<file path="config.mk">
export PLATFORM = sky130hd
export DESIGN_NAME = eti_irq_panel
export DESIGN_NICKNAME = d
export VERILOG_FILES = /design/src/pkg/eti_pkg.sv /design/src/rtl/eti_pin_sync.sv /design/src/rtl/eti_edge_flags.sv /design/src/rtl/eti_irq_panel.sv
export SDC_FILE = /design/constraint.sdc
export NUM_CORES = 1
export LEC_CHECK = 0
export BUFFER_PORTS_ARGS = -buffer_cell sky130_fd_sc_hd__buf_4
export CORE_AREA = 2 2 109 111
export CTS_CLUSTER_SIZE = 30
export DETAILED_ROUTE_END_ITERATION = 16
export DIE_AREA = 0 0 111 113
export GPL_ROUTABILITY_DRIVEN = 1
export PLACE_DENSITY = 0.74
export SETUP_SLACK_MARGIN = 0.1
export SLEW_MARGIN = 20
export SYNTH_ARGS = -nofsm -noshare
export SYNTH_HDL_FRONTEND = slang
export SYNTH_HIERARCHICAL = 1
export SYNTH_SLANG_ARGS = --single-unit
</file>
<file path="constraint.sdc">
create_clock -name clk -period 1.1 [get_ports clk]
set_clock_uncertainty 0.05 [all_clocks]
set_input_delay 0.165 -clock clk [delete_from_list [all_inputs] [get_ports clk]]
set_output_delay 0.165 -clock clk [all_outputs]
set_load 0.03 [all_outputs]
</file>
<file path="src/pkg/eti_pkg.sv">
// Function
// - Rise-enable bits 15..11 arm overflow, audio_saturation_flag, minus-X, plus-X, ready rising edges
// - Rise-enable bits 9..0 arm rising edges of the matching general pins
// - Fall-enable bits 15..11 arm falling edges of the same five sources
// - Fall-enable bits 9..0 arm falling edges of the matching general pins
// - Status read gives latched overflow, audio_saturation_flag, minus-X, plus-X, ready at 15..11
// - Writing one to status bits 15..11 clears them; zero leaves them
// - Status bits 9..0 hold per-pin flags, each cleared by writing one
// - Enable, status and panel control registers are all zero after reset
// - Panel bit 13 reads minus-X pin level: zero pen down, one pen up
// - Panel bit 12 reads plus-X pin level: zero pen down, one pen up
// - Panel bit 11 turns the panel bias circuit on
// - Panel bit 10 turns hysteresis off on the pen-sense inputs
// - Mode bits 9:8: 00 interrupt, 01 pressure, 1x position measurement
// - Panel bits 7..4 ground plus-Y, minus-Y, plus-X, minus-X
// - Panel bits 3..0 power plus-Y, minus-Y, plus-X, minus-X
package eti_pkg;

    localparam logic [6:0]  RISE_EN_IDX   = 7'h5e;
    localparam logic [6:0]  FALL_EN_IDX   = 7'h60;
    localparam logic [6:0]  STATUS_IDX    = 7'h62;
    localparam logic [6:0]  PANEL_IDX     = 7'h64;

    localparam int          NUM_SRC       = 15;
    localparam int          NUM_PIN       = 10;
    localparam int          NUM_SYNC      = 12;

    localparam logic [15:0] EN_RST        = 16'h0000;
    localparam logic [15:0] STATUS_RST    = 16'h0000;
    localparam logic [11:0] PANEL_RST     = 12'h000;

    localparam int          RSVD_BIT      = 10;
    localparam int          MX_LEVEL_BIT  = 13;
    localparam int          PX_LEVEL_BIT  = 12;
    localparam int          BIAS_BIT      = 11;
    localparam int          HYST_OFF_BIT  = 10;
    localparam int          MODE_HI_BIT   = 9;
    localparam int          MODE_LO_BIT   = 8;
    localparam int          PY_GND_BIT    = 7;
    localparam int          MY_GND_BIT    = 6;
    localparam int          PX_GND_BIT    = 5;
    localparam int          MX_GND_BIT    = 4;
    localparam int          PY_DRV_BIT    = 3;
    localparam int          MY_DRV_BIT    = 2;
    localparam int          PX_DRV_BIT    = 1;
    localparam int          MX_DRV_BIT    = 0;

    typedef enum logic [1:0] {
        ETI_MODE_IRQ      = 2'b00,
        ETI_MODE_PRESSURE = 2'b01,
        ETI_MODE_POS_A    = 2'b10,
        ETI_MODE_POS_B    = 2'b11
    } eti_mode_t;

    // Register image to packed source vector, bit 10 dropped
    function automatic logic [14:0] reg_to_src(input logic [15:0] r);
        reg_to_src = {r[15:11], r[9:0]};
    endfunction : reg_to_src

    // Source vector to register image, bit 10 zero
    function automatic logic [15:0] src_to_reg(input logic [14:0] s);
        src_to_reg = {s[14:10], 1'b0, s[9:0]};
    endfunction : src_to_reg

endpackage : eti_pkg

</file>
<file path="src/rtl/eti_pin_sync.sv">
module eti_pin_sync
    import eti_pkg::*;
#(
    parameter int W = 1
)
(
    input  wire logic         clk,
    input  wire logic         reset_n,
    input  wire logic [W-1:0] raw,
    output logic      [W-1:0] stable
);

    typedef struct packed {
        logic [W-1:0] s1;
        logic [W-1:0] s2;
        logic [W-1:0] s3;
        logic [W-1:0] level;
    } eti_sync_state_t;

    eti_sync_state_t st;
    eti_sync_state_t next_st;

    always_comb
    begin
        next_st    = st;
        next_st.s1 = raw;
        next_st.s2 = st.s1;
        next_st.s3 = st.s2;
        // Accept a level only once stages two and three agree
        for (int i = 0; i < W; i++)
        begin
            if (st.s2[i] == st.s3[i])
            begin
                next_st.level[i] = st.s3[i];
            end
        end
    end

    always_ff @(posedge clk or negedge reset_n)
    begin
        if (!reset_n)
        begin
            st <= '0;
        end
        else
        begin
            st <= next_st;
        end
    end

    assign stable = st.level;

endmodule : eti_pin_sync

</file>
<file path="src/rtl/eti_edge_flags.sv">
module eti_edge_flags
    import eti_pkg::*;
#(
    parameter int W = 1
)
(
    input  wire logic         clk,
    input  wire logic         reset_n,
    input  wire logic [W-1:0] level,
    input  wire logic [W-1:0] rise_en,
    input  wire logic [W-1:0] fall_en,
    input  wire logic [W-1:0] clear,
    output logic      [W-1:0] flags,
    output logic              any_flag
);

    typedef struct packed {
        logic [W-1:0] prev;
        logic [W-1:0] flag;
        logic         any;
    } eti_edge_state_t;

    eti_edge_state_t st;
    eti_edge_state_t next_st;
    logic [W-1:0]    set;

    always_comb
    begin
        next_st      = st;
        next_st.prev = level;
        set = (level & ~st.prev & rise_en) |
              (~level & st.prev & fall_en);
        // Set wins over a clear in the same cycle
        next_st.flag = (st.flag & ~clear) | set;
        next_st.any  = |next_st.flag;
    end

    always_ff @(posedge clk or negedge reset_n)
    begin
        if (!reset_n)
        begin
            st <= '0;
        end
        else
        begin
            st <= next_st;
        end
    end

    assign flags    = st.flag;
    assign any_flag = st.any;
endmodule : eti_edge_flags

</file>
<file path="src/rtl/eti_irq_panel.sv">
module eti_irq_panel
    import eti_pkg::*;
(
    input  wire logic        clk,
    input  wire logic        reset_n,
    input  wire logic        adc_overrange_flag,
    input  wire logic        audio_saturation_flag,
    input  wire logic        conv_ready,
    input  wire logic        panel_minus_x_pin,
    input  wire logic        panel_plus_x_pin,
    input  wire logic [9:0]  io_pin,
    input  wire logic        reg_write,
    input  wire logic        reg_read,
    input  wire logic [6:0]  reg_index,
    input  wire logic [15:0] reg_wdata,
    output logic      [15:0] reg_rdata,
    output logic             reg_rdone,
    output logic             irq,
    output logic             bias_en,
    output logic             schmitt_hyst_off,
    output logic      [1:0]  panel_op_mode,
    output logic             interrupt_mode,
    output logic             pressure_mode,
    output logic             position_mode,
    output logic             plus_y_ground,
    output logic             minus_y_ground,
    output logic             plus_x_ground,
    output logic             minus_x_ground,
    output logic             plus_y_drive,
    output logic             minus_y_drive,
    output logic             plus_x_drive,
    output logic             minus_x_drive
);

    typedef struct packed {
        logic [14:0] rise_en;
        logic [14:0] fall_en;
        logic [11:0] panel;
        logic        intr;
        logic        pressure;
        logic        position;
        logic [15:0] rdata;
        logic        rdone;
    } eti_top_state_t;

    localparam eti_top_state_t ST_RST = '{
        rise_en:  reg_to_src(EN_RST),
        fall_en:  reg_to_src(EN_RST),
        panel:    PANEL_RST,
        intr:     1'b1,
        pressure: 1'b0,
        position: 1'b0,
        rdata:    16'h0000,
        rdone:    1'b0
    };

    eti_top_state_t st;
    eti_top_state_t next_st;

    logic [11:0]    sync_stable;
    logic           mx_level;
    logic           px_level;
    logic [14:0]    src_level;
    logic [14:0]    flags;
    logic [14:0]    clear;
    logic           any_flag;
    eti_mode_t      next_mode;

    // Pin inputs pass the three-stage agreement filter
    eti_pin_sync #(
        .W (NUM_SYNC)
    ) u_sync (
        .clk     (clk),
        .reset_n (reset_n),
        .raw     ({panel_minus_x_pin, panel_plus_x_pin, io_pin}),
        .stable  (sync_stable)
    );

    assign mx_level = sync_stable[11];
    assign px_level = sync_stable[10];

    // Internal flags arrive on this clock and need no filter
    assign src_level = {adc_overrange_flag,
                        audio_saturation_flag,
                        mx_level,
                        px_level,
                        conv_ready,
                        sync_stable[9:0]};

    eti_edge_flags #(
        .W (NUM_SRC)
    ) u_flags (
        .clk      (clk),
        .reset_n  (reset_n),
        .level    (src_level),
        .rise_en  (st.rise_en),
        .fall_en  (st.fall_en),
        .clear    (clear),
        .flags    (flags),
        .any_flag (any_flag)
    );

    // Register writes, status clears and read answers
    always_comb
    begin
        next_st       = st;
        next_st.rdone = 1'b0;
        clear         = '0;
        if (reg_write)
        begin
            case (reg_index)
                RISE_EN_IDX:
                begin
                    next_st.rise_en = reg_to_src(reg_wdata);
                end
                FALL_EN_IDX:
                begin
                    next_st.fall_en = reg_to_src(reg_wdata);
                end
                STATUS_IDX:
                begin
                    clear = reg_to_src(reg_wdata);
                end
                PANEL_IDX:
                begin
                    next_st.panel = reg_wdata[11:0];
                end
                default:
                begin
                end
            endcase
        end
        if (reg_read)
        begin
            next_st.rdone = 1'b1;
            case (reg_index)
                RISE_EN_IDX:
                begin
                    next_st.rdata = src_to_reg(st.rise_en);
                end
                FALL_EN_IDX:
                begin
                    next_st.rdata = src_to_reg(st.fall_en);
                end
                STATUS_IDX:
                begin
                    next_st.rdata = src_to_reg(flags);
                end
                PANEL_IDX:
                begin
                    next_st.rdata = {2'b00, mx_level, px_level,
                                     st.panel};
                end
                default:
                begin
                    next_st.rdata = 16'h0000;
                end
            endcase
        end
        next_mode = eti_mode_t'(next_st.panel[MODE_HI_BIT:MODE_LO_BIT]);
        unique case (next_mode)
            ETI_MODE_IRQ:
            begin
                next_st.intr     = 1'b1;
                next_st.pressure = 1'b0;
                next_st.position = 1'b0;
            end
            ETI_MODE_PRESSURE:
            begin
                next_st.intr     = 1'b0;
                next_st.pressure = 1'b1;
                next_st.position = 1'b0;
            end
            ETI_MODE_POS_A,
            ETI_MODE_POS_B:
            begin
                next_st.intr     = 1'b0;
                next_st.pressure = 1'b0;
                next_st.position = 1'b1;
            end
        endcase
    end

    always_ff @(posedge clk or negedge reset_n)
    begin
        if (!reset_n)
        begin
            st <= ST_RST;
        end
        else
        begin
            st <= next_st;
        end
    end

    assign reg_rdata        = st.rdata;
    assign reg_rdone        = st.rdone;
    assign irq              = any_flag;
    assign bias_en          = st.panel[BIAS_BIT];
    assign schmitt_hyst_off = st.panel[HYST_OFF_BIT];
    assign panel_op_mode    = st.panel[MODE_HI_BIT:MODE_LO_BIT];
    assign interrupt_mode   = st.intr;
    assign pressure_mode    = st.pressure;
    assign position_mode    = st.position;
    assign plus_y_ground    = st.panel[PY_GND_BIT];
    assign minus_y_ground   = st.panel[MY_GND_BIT];
    assign plus_x_ground    = st.panel[PX_GND_BIT];
    assign minus_x_ground   = st.panel[MX_GND_BIT];
    assign plus_y_drive     = st.panel[PY_DRV_BIT];
    assign minus_y_drive    = st.panel[MY_DRV_BIT];
    assign plus_x_drive     = st.panel[PX_DRV_BIT];
    assign minus_x_drive    = st.panel[MX_DRV_BIT];
endmodule : eti_irq_panel

</file>
# Yosys cells after proc, flatten, opt, wreduce, memory -nomap -nowiden
# Index checks and enable logic that the tools add are counted.
# op_classes
bitwise_logic	10
n_reduce_logical	6
n_eq_ne	19
n_mux	7
# ops
op	n
$and 15x15->15	5
$pmux 16 s4	1
$not 15->15	3
$mux 15	2
$or 15x15->15	2
$eq 7x7->1 const B	4
$mux 10	2
$reduce_or 15->1	1
$eq 1x1->1	12
$pmux 3 s3	1
$reduce_and 2->1	3
$eq 2x2->1 const B	2
$eq 2x1->1 const B	1
$logic_not 2->1	1
$reduce_or 2->1	1
$mux 1	1
# totals
elab_cells	69
register_bits	141

# Logic depth before layout (Yosys ltp)
# depth
ltp_word	7
ltp_mapped	9
depth_no_buf	7

# By module
# Netlist, hierarchy kept.
# modules_own_cells
module	seq_area_each_um2	area_per_inst_um2	cells_per_inst	n_inst
eti_irq_panel	1552.7	2994.1	240	1
eti_pin_sync	1201.2	1426.4	72	1
eti_edge_flags	775.7	1331.3	111	1

# Worst setup path before layout
# OpenSTA, ideal clock, no wires.
# synth_path
kind	input port to flip-flop
start	in reg_index[0]
end	reg u_flags.st (netlist bit u_flags/any_flag)
path_slack_ns	-0.962
arrival_ns	1.873
setup_ns	0.140
required_time_ns	0.910
n_path_buf	1
stages	8
path_cell_list	nand4bb_1 -> nor4_1 -> clkbuf_1 -> and2_1 -> nand2b_1 -> o211ai_2 -> nor4_2 -> nand4_1
# synth_rtl
element	line_no	rtl
from (decl)	eti_irq_panel.sv:14	input wire logic [6:0] reg_index,
to (signal assigned)	eti_edge_flags.sv:46	st <= next_st;
to (decl)	eti_edge_flags.sv:23	eti_edge_state_t st;

==> flow_summary.yaml <==
critical_path:
  critPathKind: "input pin to register"
  crit_buf_inv: 2
  cp_slowest_cell: "nor4_2"
  end_kind: "register"
  crit-reg2reg-launch: "u_sync/stable[11]"
  critPathRequiredTime_ns: 1.32
  timing.critical_path.from: "reg_index[4]"
  cp_top_family: "simple AND/OR/NAND/NOR gates"
  cp.arrival_ns: 1.82
  start_kind: "input pin"
  slowest_delay_ns: 0.33
  worstPathMaxFanout: 13
  path_cells: "buf_6 > nand4bb_4 > nor4_4 > buf_12 > and2_1 > nand2b_4 > o211ai_1 > nor4_2 > nand4_1"
cells_and_area:
  drive_above_1_share: 0.517
  area_delta_synth_final_pct: 48.0
  antenna_cells: 0
  nets: 638
  stdcell_count: 752
  mostFrequentLayoutCell: "dfrtp_1"
  final_cell_mix: "dfrtp_1 (139), buf_4 (109), buf_6 (70), dlygate4sd3_1 (26), mux2_4 (22)"
  stdcell_area_mm2: 0.00851
die:
  start_util: 0.510
  dieArea_mm2: 0.0125
  die_x_um: 111
  core.rowCount: 39
  core_area_mm2: 0.0113
  die_h_um: 113
  ios: 75
cts:
  numCtsBuffers: 17
  clk_pin_slew_ns: 0.06
  root_buffer: "clkbuf_16"
  clockBufferDepth: 2
  clock_sinks: 141
  clk_latency_ns: 0.42
  cts_max_level: 4
  cts_tree: "yes"
sta:
  setup_ws_ns: -0.493
  slew_viol_final: 0
  relSlewSlack: 0.695
  worstMarginPinSlew_ns: 0.456
  min_period_ns: 1.59
  period_share: 1.45
  finalSetupTns_ns: -21.48
  setup_violations: 104
  fmax_ghz: 0.628
  rsz0062_at_grt: "yes"
  hold_viol: 0
route:
  wl_per_cell_um: 20.8
  wl_um: 15600
  drc_errors: 0
  drtIter0Drc: 363
  routed_via_density: 5.47
  dr.pass1.iters: 6
  ant_nets: 0
  dr_total_vias: 4116
power:
  p_leak_nw: 3.89
  peakVddDrop_v: 0.00106
  pwr_density_cell_mw_per_mm2: 1650
place:
  gp_congestion: 0.864
  dp_cells: 661
  dp_hpwl_um: 8470
  place_area_mm2: 0.00688
  numPortBuffers: 74
global_routing:
  grtUsageTotal: 0.253
  grt_max_degree: 36
  grt_pass1_wl_um: 24100
  first_global_vias: 4424
  globalRouteOverflowTotal: 0
  antenna_found_initial: 0
yosys:
  synth.yosys.seq_area_share: 0.614
  yosysUniqueCellTypes: 38
  synth-seq-cells: 141
  synth_compound_area_frac: 0.0833
  synth_nets: 465
  ys_warn_count: 6
  postSynthAreaPerCell_um2: 13.6
  yosys.area_share.simple: 0.105
  synth-xor-area-share: 0
  synth_fa_ha_area_frac: 0.0235
  syn_area_mm2: 0.00575
  synthCells: 423
  synth_top_family_by_area: "simple AND/OR/NAND/NOR gates"
  synthMuxAreaShare: 0.0959
status:
  status: "finished with violations"
  violations: "negative setup slack"
flow_run:
  max_cap_violations: 0
hold_path:
  min_path_type: "input pin to register"
  hold_start: "reg_wdata[9]"
==> cell type report <==
class | count | area, um2
Sequential cell | 141 | 3530
Fill cell | 624 | 2760
Multi-Input combinational cell | 219 | 2090
Timing Repair Buffer | 216 | 2090
Clock buffer | 19 | 433
Clock inverter | 13 | 190
Tap cell | 143 | 179
Inverter | 1 | 3.75
==> tightest hold or removal path: cells and delay by family <==
family / cells / cell delay, ns
AO/OA/AOI/OAI: 1 / 0.07
buffers and inverters: 2 / 0.23
==> kinds of logic (layout without fill, tap and decap cells) <==
logic type	Yosys count	count (layout)
AO/OA/AOI/OAI	61	61
multiplexers	46	46
adder cells (fa/ha/maj)	12	12
buffers and inverters	63	249
flip-flops	141	141
AND/OR/NAND/NOR	100	100
==> stage by stage <==
stage | worst slack [ns] | total power [mW] | hold WS (ns) | utilization
6_report | -0.493 | 14.0 | 0.0254 | 0.755
5_1_grt | -0.558 | 14.5 | 0.0148 | 0.755
3_3_place_gp | -0.967 | 7.47 | 0.0191 | 0.610
4_1_cts | -0.474 | 13.9 | 0.00765 | 0.741
3_5_place_dp | -1.02 | 7.52 | 0.0248 | 0.610
2_1_floorplan | -0.707 | 6.86 | -0.181 | -
==> path summary, 6_finish.rpt <==
path,end,slack (ns),depth (start not counted)
max,u_flags/any_flag,-0.49,9
min,interrupt_mode,0.03,3
max reg2reg,u_flags/any_flag,-0.28,4
min reg2reg,u_sync/next_st[15],0.30,0
max in group asynchronous,u_sync/stable[11],0.33,3
min in group asynchronous,u_sync/next_st[15],0.16,2
==> flip-flops by register name, summed over array words and instances (netlist names), 2 cells and up <==
register / count
u_sync/stable: 12
u_sync/st: 12
reg_rdata: 16
u_sync/next_st: 24
st: 30
u_flags/flags: 15
panel_op_mode: 2
u_flags/st: 15
==> routing by layer <==
layer  global-route usage  part of all wire  up-vias
met4                0.117             0.024        0
met1                0.332              0.42     2122
met2                0.412              0.51      151
li1                     -                 -     1813
met5                    0                 0        -
met3               0.0487             0.047       30
==> where the power goes <==
part	internal [mW]	total (mW)	switching (mW)
sequential	5.61	5.95	0.343
clock	3.81	6.01	2.21
combinational	1.16	2.08	0.922
==> synth_stat cells <==
cell type	instances	share of area
nand4bb_1	2	0.0039
a22oi_1	1	0.0013
maj3_2	12	0.023
nand4_1	2	0.0022
nand2_1	18	0.012
o31ai_1	1	0.0013
nor4_4	1	0.0037
buf_4	45	0.059
nand2b_1	16	0.017
buf_2	5	0.0043
inv_1	1	0.00065
a222oi_1	12	0.021
and4_1	1	0.0015
and2_1	15	0.016
mux2_4	10	0.026
nand3b_1	16	0.021
clkbuf_1	8	0.0052
nor3_1	1	0.00087
nor4_1	4	0.0043
and2_4	1	0.0015
buf_6	3	0.0059
mux2_2	27	0.053
o211ai_1	10	0.013
nor2_1	17	0.011
nor2b_1	2	0.0022
buf_12	1	0.0035
nor4_2	2	0.0043
dfrtp_1	140	0.61
nand2_2	1	0.0011
o22ai_1	1	0.0011
mux2i_1	3	0.0052
a21oi_1	17	0.015
dfstp_2	1	0.0046
o211ai_2	5	0.011
a22o_1	12	0.018
o21ai_0	2	0.0017
mux2_1	6	0.012
and4bb_1	1	0.0022
==> repair_timing <==
action / in CTS / in global routing
setup buffers: 22 / 15
endpoints found under the hold margin: 183 / 0
gates resized for setup: 94 / 19
pin swaps: 12 / 12
hold buffers: 26 / 0
setup endpoints to repair: 114 / 122
gates cloned: 2 / 0
Note: power is estimated with default switching activity, not from simulation.
